`config.mk`:
```
export PLATFORM = sky130hd
export DESIGN_NAME = itmr_top
export DESIGN_NICKNAME = d
export VERILOG_FILES = /design/src/itmr_pkg.sv /design/src/itmr_chan_if.sv /design/src/itmr_channel.sv /design/src/itmr_top.sv
export VERILOG_INCLUDE_DIRS = /design/src
export SDC_FILE = /design/constraint.sdc
export NUM_CORES = 1
export LEC_CHECK = 0
export BUFFER_PORTS_ARGS = -buffer_cell sky130_fd_sc_hd__clkbuf_2
export CELL_PAD_IN_SITES_DETAIL_PLACEMENT = 0
export CELL_PAD_IN_SITES_GLOBAL_PLACEMENT = 1
export CORE_MARGIN = 2
export CORE_UTILIZATION = 41
export DETAILED_ROUTE_END_ITERATION = 10
export HOLD_SLACK_MARGIN = 0.02
export PLACE_DENSITY_LB_ADDON = 0.1
export SYNTH_ARGS = -nofsm -noshare
export SYNTH_HDL_FRONTEND = slang
export SYNTH_SLANG_ARGS = --single-unit
```
`constraint.sdc`:
```
create_clock -name mclk -period 3.2 [get_ports mclk]
set_clock_uncertainty 0.2 [all_clocks]
set_input_delay 0.64 -clock mclk [delete_from_list [all_inputs] [get_ports mclk]]
set_output_delay 0.64 -clock mclk [all_outputs]
set_load 0.02 [all_outputs]
```
`src/itmr_cfg.svh`:
```
// Purpose: offsets, field positions and reset values of the interval timer
// Assumes: AXI4-Lite byte addresses, 32-bit data
// Notes: definitions only
`ifndef ITMR_CFG_SVH
`define ITMR_CFG_SVH

// register map, one aligned word each
`define ITMR_CH_STRIDE 8'h10
`define ITMR_OFS_CTRL 8'h00
`define ITMR_OFS_LOAD 8'h04
`define ITMR_OFS_COUNT 8'h08
`define ITMR_OFS_IRQ_STAT 8'h30
`define ITMR_OFS_IRQ_MASK 8'h34

// field positions
`define ITMR_CTRL_MODE_LSB 0
`define ITMR_CTRL_BCD_BIT 3
`define ITMR_CTRL_SWTRIG_BIT 4
`define ITMR_COUNT_OUT_BIT 16

// reset values
`define ITMR_RST_LOAD 16'h0000
`define ITMR_RST_MASK 2'h0

// bus answers
`define ITMR_RESP_OKAY 2'h0
`define ITMR_RESP_SLVERR 2'h2

`endif

```
`src/itmr_pkg.sv`:
```
// Purpose: shared types of the interval timer
// Assumes: nothing
// Notes: mode code 7 is illegal and leaves a channel idle
package itmr_pkg;
   typedef enum logic [2:0] {
      MD_TCINT,
      MD_ONESHOT,
      MD_RATE,
      MD_SQUARE,
      MD_SWSTB,
      MD_HWSTB,
      MD_EVENT
   } itmr_mode_t;
endpackage : itmr_pkg

```
`src/itmr_chan_if.sv`:
```
// Purpose: control and status between register file and one counter channel
// Assumes: both ends on mclk
// Notes: loadStb and swTrig are one-cycle pulses
`timescale 1ns/1ns
interface itmr_chan_if #(
   parameter int CNT_W = 16
);
   itmr_pkg::itmr_mode_t mode;
   logic bcd;
   logic [CNT_W-1:0] loadVal;
   logic loadStb;
   logic swTrig;
   logic tick;
   logic gate;
   logic [CNT_W-1:0] count;
   logic out;
   logic tc;
   modport ctl (output mode, bcd, loadVal, loadStb, swTrig, tick, gate,
                input count, out, tc);
   modport chan (input mode, bcd, loadVal, loadStb, swTrig, tick, gate,
                 output count, out, tc);
endinterface : itmr_chan_if

```
`src/itmr_channel.sv`:
```
// Purpose: one down-counting channel with seven counting functions
// Assumes: tick and gate already synchronous to mclk
// Notes: out idles high after reset
`timescale 1ns/1ns
module itmr_channel #(
   parameter int CNT_W = 16
) (
   // clock and reset
   input wire logic mclk,
   input wire logic rst,
   // control and status
   itmr_chan_if.chan bus
);
   typedef struct packed {
      logic [CNT_W-1:0] cnt;
      logic out;
      logic run;
      logic gatePrev;
      logic tc;
   } itmr_chan_state_t;

   itmr_chan_state_t state_r;
   itmr_chan_state_t state_nxt;
   logic [CNT_W-1:0] decVal;
   logic gateRise;
   logic runTick;
   logic cntTick;
   logic isSw;

   // binary or per-digit decimal decrement, wrapping from zero
   function automatic logic [CNT_W-1:0] decr(input logic [CNT_W-1:0] v, input logic dec);
      logic [CNT_W-1:0] r;
      logic borrow;
      r = v - {{(CNT_W-1){1'b0}}, 1'b1};
      borrow = 1'b1;
      if (dec) begin
         for (int i = 0; i < CNT_W / 4; i++) begin
            if (!borrow) begin
               r[4*i +: 4] = v[4*i +: 4];
            end else if (v[4*i +: 4] == 4'h0) begin
               r[4*i +: 4] = 4'h9;
            end else begin
               r[4*i +: 4] = v[4*i +: 4] - 4'h1;
               borrow = 1'b0;
            end
         end
      end
      return r;
   endfunction : decr

   always_comb begin
      state_nxt = state_r;
      state_nxt.tc = 1'b0;
      state_nxt.gatePrev = bus.gate;
      gateRise = bus.gate && !state_r.gatePrev;
      decVal = decr(state_r.cnt, bus.bcd);
      runTick = bus.tick && state_r.run;
      cntTick = runTick && bus.gate;
      isSw = (bus.mode == itmr_pkg::MD_SWSTB);
      unique case (bus.mode)
         itmr_pkg::MD_TCINT: begin
            if (bus.loadStb) begin
               state_nxt.cnt = bus.loadVal;
               state_nxt.out = 1'b0;
               state_nxt.run = 1'b1;
            end else if (cntTick) begin
               state_nxt.cnt = decVal;
               if (decVal == '0) begin
                  state_nxt.out = 1'b1;
                  state_nxt.tc = 1'b1;
                  state_nxt.run = 1'b0;
               end
            end
         end
         itmr_pkg::MD_ONESHOT: begin
            if (bus.loadStb) begin
               state_nxt.cnt = bus.loadVal;
               state_nxt.out = 1'b1;
               state_nxt.run = 1'b0;
            end else if (gateRise || bus.swTrig) begin
               state_nxt.cnt = bus.loadVal;
               state_nxt.out = 1'b0;
               state_nxt.run = 1'b1;
            end else if (runTick) begin
               state_nxt.cnt = decVal;
               if (decVal == '0) begin
                  state_nxt.out = 1'b1;
                  state_nxt.tc = 1'b1;
                  state_nxt.run = 1'b0;
               end
            end
         end
         itmr_pkg::MD_RATE, itmr_pkg::MD_SQUARE: begin
            if (bus.loadStb) begin
               state_nxt.cnt = bus.loadVal;
               state_nxt.out = 1'b1;
               state_nxt.run = 1'b1;
            end else if (cntTick) begin
               if (state_r.cnt == {{(CNT_W-1){1'b0}}, 1'b1}) begin
                  state_nxt.cnt = bus.loadVal;
                  state_nxt.tc = 1'b1;
                  state_nxt.out = (bus.mode == itmr_pkg::MD_SQUARE);
               end else begin
                  state_nxt.cnt = decVal;
                  // half point taken in binary, so decimal square waves are uneven
                  state_nxt.out = (bus.mode == itmr_pkg::MD_RATE) ||
                                  (decVal > (bus.loadVal >> 1));
               end
            end
         end
         itmr_pkg::MD_SWSTB, itmr_pkg::MD_HWSTB: begin
            if (bus.loadStb) begin
               state_nxt.cnt = bus.loadVal;
               state_nxt.out = 1'b1;
               state_nxt.run = isSw;
            end else if (!isSw && gateRise) begin
               state_nxt.cnt = bus.loadVal;
               state_nxt.out = 1'b1;
               state_nxt.run = 1'b1;
            end else begin
               if (bus.tick && !state_r.out) begin
                  state_nxt.out = 1'b1;
               end
               if (isSw ? cntTick : runTick) begin
                  state_nxt.cnt = decVal;
                  if (decVal == '0) begin
                     state_nxt.out = 1'b0;
                     state_nxt.tc = 1'b1;
                     state_nxt.run = 1'b0;
                  end
               end
            end
         end
         itmr_pkg::MD_EVENT: begin
            if (bus.loadStb) begin
               state_nxt.cnt = bus.loadVal;
               state_nxt.out = 1'b0;
               state_nxt.run = 1'b1;
            end else if (cntTick) begin
               state_nxt.cnt = decVal;
               if (decVal == '0) begin
                  state_nxt.out = 1'b1;
                  state_nxt.tc = 1'b1;
               end
            end
         end
         default: begin
            state_nxt.run = 1'b0;
         end
      endcase
      if (rst) begin
         state_nxt = '0;
         state_nxt.out = 1'b1;
      end
   end

   always_ff @(posedge mclk) begin
      state_r <= state_nxt;
   end

   assign bus.count = state_r.cnt;
   assign bus.out = state_r.out;
   assign bus.tc = state_r.tc;
endmodule : itmr_channel

```
`src/itmr_top.sv`:
```
// Purpose: three-channel interval timer reached over AXI4-Lite
// Assumes: mclk 100 MHz, rst synchronous active high
// Notes: gate and event pins are asynchronous and pass two flops
`timescale 1ns/1ns
`include "itmr_cfg.svh"
module itmr_top (
   // clock and reset
   input wire logic mclk,
   input wire logic rst,
   // axi4-lite write address
   input wire logic [7:0] awaddr,
   input wire logic awvalid,
   output logic awready,
   // axi4-lite write data
   input wire logic [31:0] wdata,
   input wire logic [3:0] wstrb,
   input wire logic wvalid,
   output logic wready,
   // axi4-lite write response
   output logic [1:0] bresp,
   output logic bvalid,
   input wire logic bready,
   // axi4-lite read address
   input wire logic [7:0] araddr,
   input wire logic arvalid,
   output logic arready,
   // axi4-lite read data
   output logic [31:0] rdata,
   output logic [1:0] rresp,
   output logic rvalid,
   input wire logic rready,
   // external timer lines
   input wire logic [1:0] gateIn,
   input wire logic [1:0] eventIn,
   output logic [1:0] timerOut,
   output logic baudClk,
   // interrupt
   output logic irq
);
   localparam int N_CH = 3;
   localparam int CNT_W = 16;

   typedef struct packed {
      logic awHeld;
      logic [7:0] awAddr;
      logic wHeld;
      logic [31:0] wData;
      logic [3:0] wStrb;
      logic awready;
      logic wready;
      logic bvalid;
      logic [1:0] bresp;
      logic arready;
      logic rvalid;
      logic [31:0] rdata;
      logic [1:0] rresp;
      itmr_pkg::itmr_mode_t [N_CH-1:0] mode;
      logic [N_CH-1:0] bcd;
      logic [N_CH-1:0][CNT_W-1:0] loadVal;
      logic [N_CH-1:0] loadStb;
      logic [N_CH-1:0] swTrig;
      logic [1:0] gateQ1;
      logic [1:0] gateQ2;
      logic [1:0] evtQ1;
      logic [1:0] evtQ2;
      logic [1:0] evtQ3;
      logic [1:0] irqStat;
      logic [1:0] irqMask;
      logic irq;
   } itmr_top_state_t;

   itmr_top_state_t state_r;
   itmr_top_state_t state_nxt;
   logic [31:0] rdVal;
   logic [1:0] rdResp;
   logic [1:0] stClr;
   logic wrHit;
   logic [N_CH-1:0] chTc;
   logic [N_CH-1:0] chOut;
   logic [N_CH-1:0][CNT_W-1:0] chCount;

   itmr_chan_if #(.CNT_W(CNT_W)) chIf [N_CH] ();

   function automatic logic [7:0] chBase(input int c);
      return 8'(c) * `ITMR_CH_STRIDE;
   endfunction : chBase

   always_comb begin
      state_nxt = state_r;
      rdVal = '0;
      rdResp = `ITMR_RESP_SLVERR;
      stClr = '0;
      wrHit = 1'b0;
      state_nxt.loadStb = '0;
      state_nxt.swTrig = '0;
      // pins are asynchronous; only stage two onward is looked at
      state_nxt.gateQ1 = gateIn;
      state_nxt.gateQ2 = state_r.gateQ1;
      state_nxt.evtQ1 = eventIn;
      state_nxt.evtQ2 = state_r.evtQ1;
      state_nxt.evtQ3 = state_r.evtQ2;

      // write side: address and data may come in either order
      if (awvalid && state_r.awready) begin
         state_nxt.awHeld = 1'b1;
         state_nxt.awAddr = awaddr;
      end
      if (wvalid && state_r.wready) begin
         state_nxt.wHeld = 1'b1;
         state_nxt.wData = wdata;
         state_nxt.wStrb = wstrb;
      end
      if (state_r.bvalid && bready) begin
         state_nxt.bvalid = 1'b0;
      end
      if (state_r.awHeld && state_r.wHeld && !state_r.bvalid) begin
         for (int c = 0; c < N_CH; c++) begin
            if (state_r.awAddr == chBase(c) + `ITMR_OFS_CTRL) begin
               wrHit = 1'b1;
               if (state_r.wStrb[0]) begin
                  state_nxt.mode[c] = itmr_pkg::itmr_mode_t'(
                     state_r.wData[`ITMR_CTRL_MODE_LSB +: 3]);
                  state_nxt.bcd[c] = state_r.wData[`ITMR_CTRL_BCD_BIT];
                  state_nxt.swTrig[c] = state_r.wData[`ITMR_CTRL_SWTRIG_BIT];
               end
            end
            if (state_r.awAddr == chBase(c) + `ITMR_OFS_LOAD) begin
               wrHit = 1'b1;
               if (state_r.wStrb[0]) begin
                  state_nxt.loadVal[c][7:0] = state_r.wData[7:0];
               end
               if (state_r.wStrb[1]) begin
                  state_nxt.loadVal[c][15:8] = state_r.wData[15:8];
               end
               state_nxt.loadStb[c] = |state_r.wStrb[1:0];
            end
            if (state_r.awAddr == chBase(c) + `ITMR_OFS_COUNT) begin
               wrHit = 1'b1;
            end
         end
         if (state_r.awAddr == `ITMR_OFS_IRQ_STAT) begin
            wrHit = 1'b1;
            if (state_r.wStrb[0]) begin
               stClr = state_r.wData[1:0];
            end
         end
         if (state_r.awAddr == `ITMR_OFS_IRQ_MASK) begin
            wrHit = 1'b1;
            if (state_r.wStrb[0]) begin
               state_nxt.irqMask = state_r.wData[1:0];
            end
         end
         state_nxt.awHeld = 1'b0;
         state_nxt.wHeld = 1'b0;
         state_nxt.bvalid = 1'b1;
         state_nxt.bresp = wrHit ? `ITMR_RESP_OKAY : `ITMR_RESP_SLVERR;
      end
      state_nxt.awready = !state_nxt.awHeld && !state_nxt.bvalid;
      state_nxt.wready = !state_nxt.wHeld && !state_nxt.bvalid;

      // read side: live count is sampled, the channel never pauses
      for (int c = 0; c < N_CH; c++) begin
         if (araddr == chBase(c) + `ITMR_OFS_CTRL) begin
            rdVal[`ITMR_CTRL_MODE_LSB +: 3] = state_r.mode[c];
            rdVal[`ITMR_CTRL_BCD_BIT] = state_r.bcd[c];
            rdResp = `ITMR_RESP_OKAY;
         end
         if (araddr == chBase(c) + `ITMR_OFS_LOAD) begin
            rdVal[CNT_W-1:0] = state_r.loadVal[c];
            rdResp = `ITMR_RESP_OKAY;
         end
         if (araddr == chBase(c) + `ITMR_OFS_COUNT) begin
            rdVal[CNT_W-1:0] = chCount[c];
            rdVal[`ITMR_COUNT_OUT_BIT] = chOut[c];
            rdResp = `ITMR_RESP_OKAY;
         end
      end
      if (araddr == `ITMR_OFS_IRQ_STAT) begin
         rdVal[1:0] = state_r.irqStat;
         rdResp = `ITMR_RESP_OKAY;
      end
      if (araddr == `ITMR_OFS_IRQ_MASK) begin
         rdVal[1:0] = state_r.irqMask;
         rdResp = `ITMR_RESP_OKAY;
      end
      if (state_r.rvalid && rready) begin
         state_nxt.rvalid = 1'b0;
      end
      if (arvalid && state_r.arready) begin
         state_nxt.rvalid = 1'b1;
         state_nxt.rdata = rdVal;
         state_nxt.rresp = rdResp;
      end
      state_nxt.arready = !state_nxt.rvalid;

      // terminal count of channels 0 and 1; a new event beats a clear
      state_nxt.irqStat = (state_r.irqStat & ~stClr) | chTc[1:0];
      state_nxt.irq = |(state_r.irqStat & state_r.irqMask);

      if (rst) begin
         state_nxt = '0;
         state_nxt.awready = 1'b1;
         state_nxt.wready = 1'b1;
         state_nxt.arready = 1'b1;
         state_nxt.irqMask = `ITMR_RST_MASK;
         for (int c = 0; c < N_CH; c++) begin
            state_nxt.mode[c] = itmr_pkg::MD_TCINT;
            state_nxt.loadVal[c] = `ITMR_RST_LOAD;
         end
      end
   end

   always_ff @(posedge mclk) begin
      state_r <= state_nxt;
   end

   for (genvar g = 0; g < N_CH; g++) begin : gCh
      assign chIf[g].mode = state_r.mode[g];
      assign chIf[g].bcd = state_r.bcd[g];
      assign chIf[g].loadVal = state_r.loadVal[g];
      assign chIf[g].loadStb = state_r.loadStb[g];
      assign chIf[g].swTrig = state_r.swTrig[g];
      if (g < 2) begin : gExt
         // event mode counts rising pin edges, others count every mclk
         assign chIf[g].tick = (state_r.mode[g] != itmr_pkg::MD_EVENT) ||
                               (state_r.evtQ2[g] && !state_r.evtQ3[g]);
         assign chIf[g].gate = state_r.gateQ2[g];
      end else begin : gInt
         // bit-rate channel has no pins and runs free
         assign chIf[g].tick = 1'b1;
         assign chIf[g].gate = 1'b1;
      end
      assign chTc[g] = chIf[g].tc;
      assign chOut[g] = chIf[g].out;
      assign chCount[g] = chIf[g].count;
      itmr_channel #(.CNT_W(CNT_W)) uChan (
         .mclk(mclk),
         .rst(rst),
         .bus(chIf[g])
      );
   end

   assign awready = state_r.awready;
   assign wready = state_r.wready;
   assign bvalid = state_r.bvalid;
   assign bresp = state_r.bresp;
   assign arready = state_r.arready;
   assign rvalid = state_r.rvalid;
   assign rdata = state_r.rdata;
   assign rresp = state_r.rresp;
   assign timerOut = chOut[1:0];
   assign baudClk = chOut[2];
   assign irq = state_r.irq;
endmodule : itmr_top

```
==> results.cfg <==
[outcome]
outcome = finished, violations left
violations = setup timing

[synth]
synth_area_leaders = dfxtp_1 30%, nor2_1 6.2%, a21oi_1 5.5%, ha_1 5.2%, mux2i_1 5.2%
synth.avg_cell_area_sq_um = 7.578
yosysWarningCount = 0
synth_top_area_share_pct = 29.75
synth-edff-count = 0
synthFlopType = dfxtp_1
synthArstFlopShare_pct = 0
seq_area_frac_synth_pct = 29.75
syn-cell-area_sq_mm = 0.01292
synthCells = 1705
yosysTopAreaCell = dfxtp_1
ys_types = 92
ys_ff_latch = 192

[layout]
area_growth_pct = 26.43
design_area_sq_mm = 0.01634
final_common_cell = buf_4
final_nets = 2022
most-common-layout-cells = 241 x buf_4, 210 x nor2_1, 178 x dfxtp_1
drive_gt1_share_pct = 26.28

[worst_setup_path]
cp.arrival_ps = 3460
end_kind = flop
crit_slowest_cell = dfxtp_2
critical_path_class = flop to flop
ff2ff_setup_slack_ps = -130
crit_start = gCh[1].uChan.bus.count[4]
startpoint_type = flop
critPathBufInv = 3
crit_chain = buf_6 -> nor3_4 -> nand4_1 -> buf_4 -> a21oi_1 -> o22a_1 -> ha_1 -> buf_4 -> a2111oi_1 -> a31oi_1 -> nor3_1 -> o22ai_1 -> a31oi_1 -> o211ai_1
path_delay_family = compound AO/OA/AOI/OAI gates
max_stage_delay_ps = 330
rr_startpoint = gCh[1].uChan.bus.count[4]
cp.required_ps = 3330
reg2reg_to = gCh[1].uChan.bus.out
crit_fanout = 5
worst_r2r_path_depth = 14

[clocking]
htreeDepth = 4
clk_latency_ps = 470
clockRootBuffer = clkbuf_16
ctsHoldBuffers = 0
clock_sinks = 192
clk_path_buf_depth = 2
tritoncts = done
cts_made_buffers = 17
clkTransAtPathRegs_ps = 80

[timing]
worst_slack_ps = -130.4
achievable-frequency_ghz = 0.3003
fin_crit_sh_pct = 104.1
layout_min_cycle_time_ps = 3330
setup_violations = 3
finalHoldViolCount = 0
report.final.slew_viol_count = 0
slew_headroom_pct = 51.35
rsz0062_at_grt = yes
worst_pin_slew_ps = 729.7
hold-worst-slack_ps = 183.4

[pwr]
max-vdd-ir-drop_v = 0.0003701
power_w = 0.005236
leakage_nw = 6.785
power_density_mw_per_mm2 = 320.5

[global_route]
grt_max_degree = 75
grt_pass1_wl_um = 74120
first_global_vias = 12610
groute.usage.overall_pct = 29.00
antenna_found_initial = 5
overflow = 0

[place]
dp_hpwl_um = 36000
io_buffers = 72
placed_cell_area_sq_mm = 0.01485
gp_congestion = 0.9653

[routing]
drt_pre_antenna_iters = 6
wl_met2_um = 21620
vias = 13630
antenna_left = 0
wire_per_inst_um = 20.98
wirelength_um = 48710
wl_met3_um = 3377
wl_met1_um = 22500
via_per_inst = 5.869
dr.max_layer_used = met5
drtIter0Drc = 1242
drcViolationCount = 0

[die]
start_util_pct = 41.27
num_rows = 65
dieArea_sq_mm = 0.03295
die_w_um = 181.5
pin_count = 108
core-area_sq_mm = 0.03131
die_h_um = 181.5

[run]
maxCapViolations = 0

[hold_path]
hold_depth = 2
min_from = eventIn[0]
min_path_type = primary input to flop
min_to = state_r[9]
[routing by layer]
metal	vias up	GRT usage [%]
li1	6536	-
met1	6517	40.40
met2	502	45.49
met3	66	5.596
met4	6	8.423
met5	-	0
[final cells by class]
| cell class | instances | area (sq um) |
|---|---|---|
| fill | 3016 | 14980 |
| multi-input combinational | 1283 | 8710 |
| sequential | 192 | 3866 |
| timing repair buffer | 321 | 2287 |
| tap | 402 | 503.0 |
| clock buffer | 17 | 425.4 |
| inverter | 90 | 342.8 |
| clock inverter | 15 | 196.4 |
| antenna | 2 | 5.005 |
[synth_stat cells, types with 6 or more instances]
library cell,number
nor3_1,38
a211oi_1,35
a21o_1,7
buf_4,40
nand3_1,50
a21oi_1,142
ha_1,54
nor2_1,215
nor4_1,16
inv_1,88
a2111oi_0,9
o31ai_1,12
o21bai_1,6
nand2b_1,21
or2_2,8
dfxtp_1,192
o21ai_1,6
and2_1,14
or3_1,10
and3_1,11
o21a_1,7
nand2_1,140
a22o_1,7
nor2b_1,26
a31oi_1,17
mux2i_1,67
a22oi_1,65
o211ai_1,15
or4_1,6
a311oi_1,14
o22ai_1,8
buf_1,8
nand4_1,18
xnor2_1,15
clkbuf_1,94
a221oi_1,20
o221ai_1,6
buf_2,9
o21ai_0,90
[logic make-up (layout without fill, tap and decap cells)]
group	count (synthesis)	count (layout)	synth area share (%)
compound gates	512	512	26.07
xor+xnor	20	20	1.414
fa+ha+maj	54	54	5.229
buf+inv	246	443	8.686
flops	192	192	29.75
mux	72	72	5.742
other cells	1	19	0.02902
simple gates	608	608	23.09
[worst max-delay path by stage]
| stage | end | depth (start not counted) |
|---|---|---|
| 3_5_place_dp | gCh[2].uChan.bus.out | 14 |
| 5_1_grt | gCh[1].uChan.bus.out | 14 |
| 3_3_place_gp | gCh[2].uChan.bus.out | 14 |
| 6_report | gCh[1].uChan.bus.out | 14 |
| 2_1_floorplan | gCh[0].uChan.bus.out | 16 |
| 4_1_cts | gCh[0].uChan.bus.out | 14 |
[repair_timing]
action / in CTS / in global routing
setup endpoints to repair: 6 / 18
resized for setup: 74 / 72
setup buffers: 10 / 14
pin swaps: 24 / 45
[state kept, by name, indices dropped and copies added (netlist names), 2 cells and up]
name                 count
chIf.mode                9
chIf.loadVal            48
rdata                   17
gCh.uChan.bus.count     48
gCh.uChan.state_r        6
chIf.bcd                 3
state_r                 40
gCh.uChan.bus.tc         2
gCh.uChan.bus.out        3
chIf.swTrig              3
chIf.loadStb             3
chIf.gate                2
[per-stage QoR]
stage          setup TNS (ps)  std cells  util, %  setup WS [ps]
2_1_floorplan          -46.60       1721        -         -46.60
3_3_place_gp           -820.7       2265    47.42         -250.6
3_5_place_dp            -1054       2265    47.42         -275.7
4_1_cts                -163.3       2307    50.68         -61.09
5_1_grt                -801.2       2322    52.17         -274.0
6_report               -213.0       2322    52.17         -130.4
[where the power goes]
group / switching [W] / leakage (nW) / total, W / internal, W
clock network: 0.00113 / 0.308 / 0.00233 / 0.00120
registers: 0.0000881 / 1.57 / 0.00253 / 0.00244
logic: 0.000245 / 4.91 / 0.000379 / 0.000134
total: 0.00146 / 6.78 / 0.00524 / 0.00377
Power figures use the tool's default switching activity.
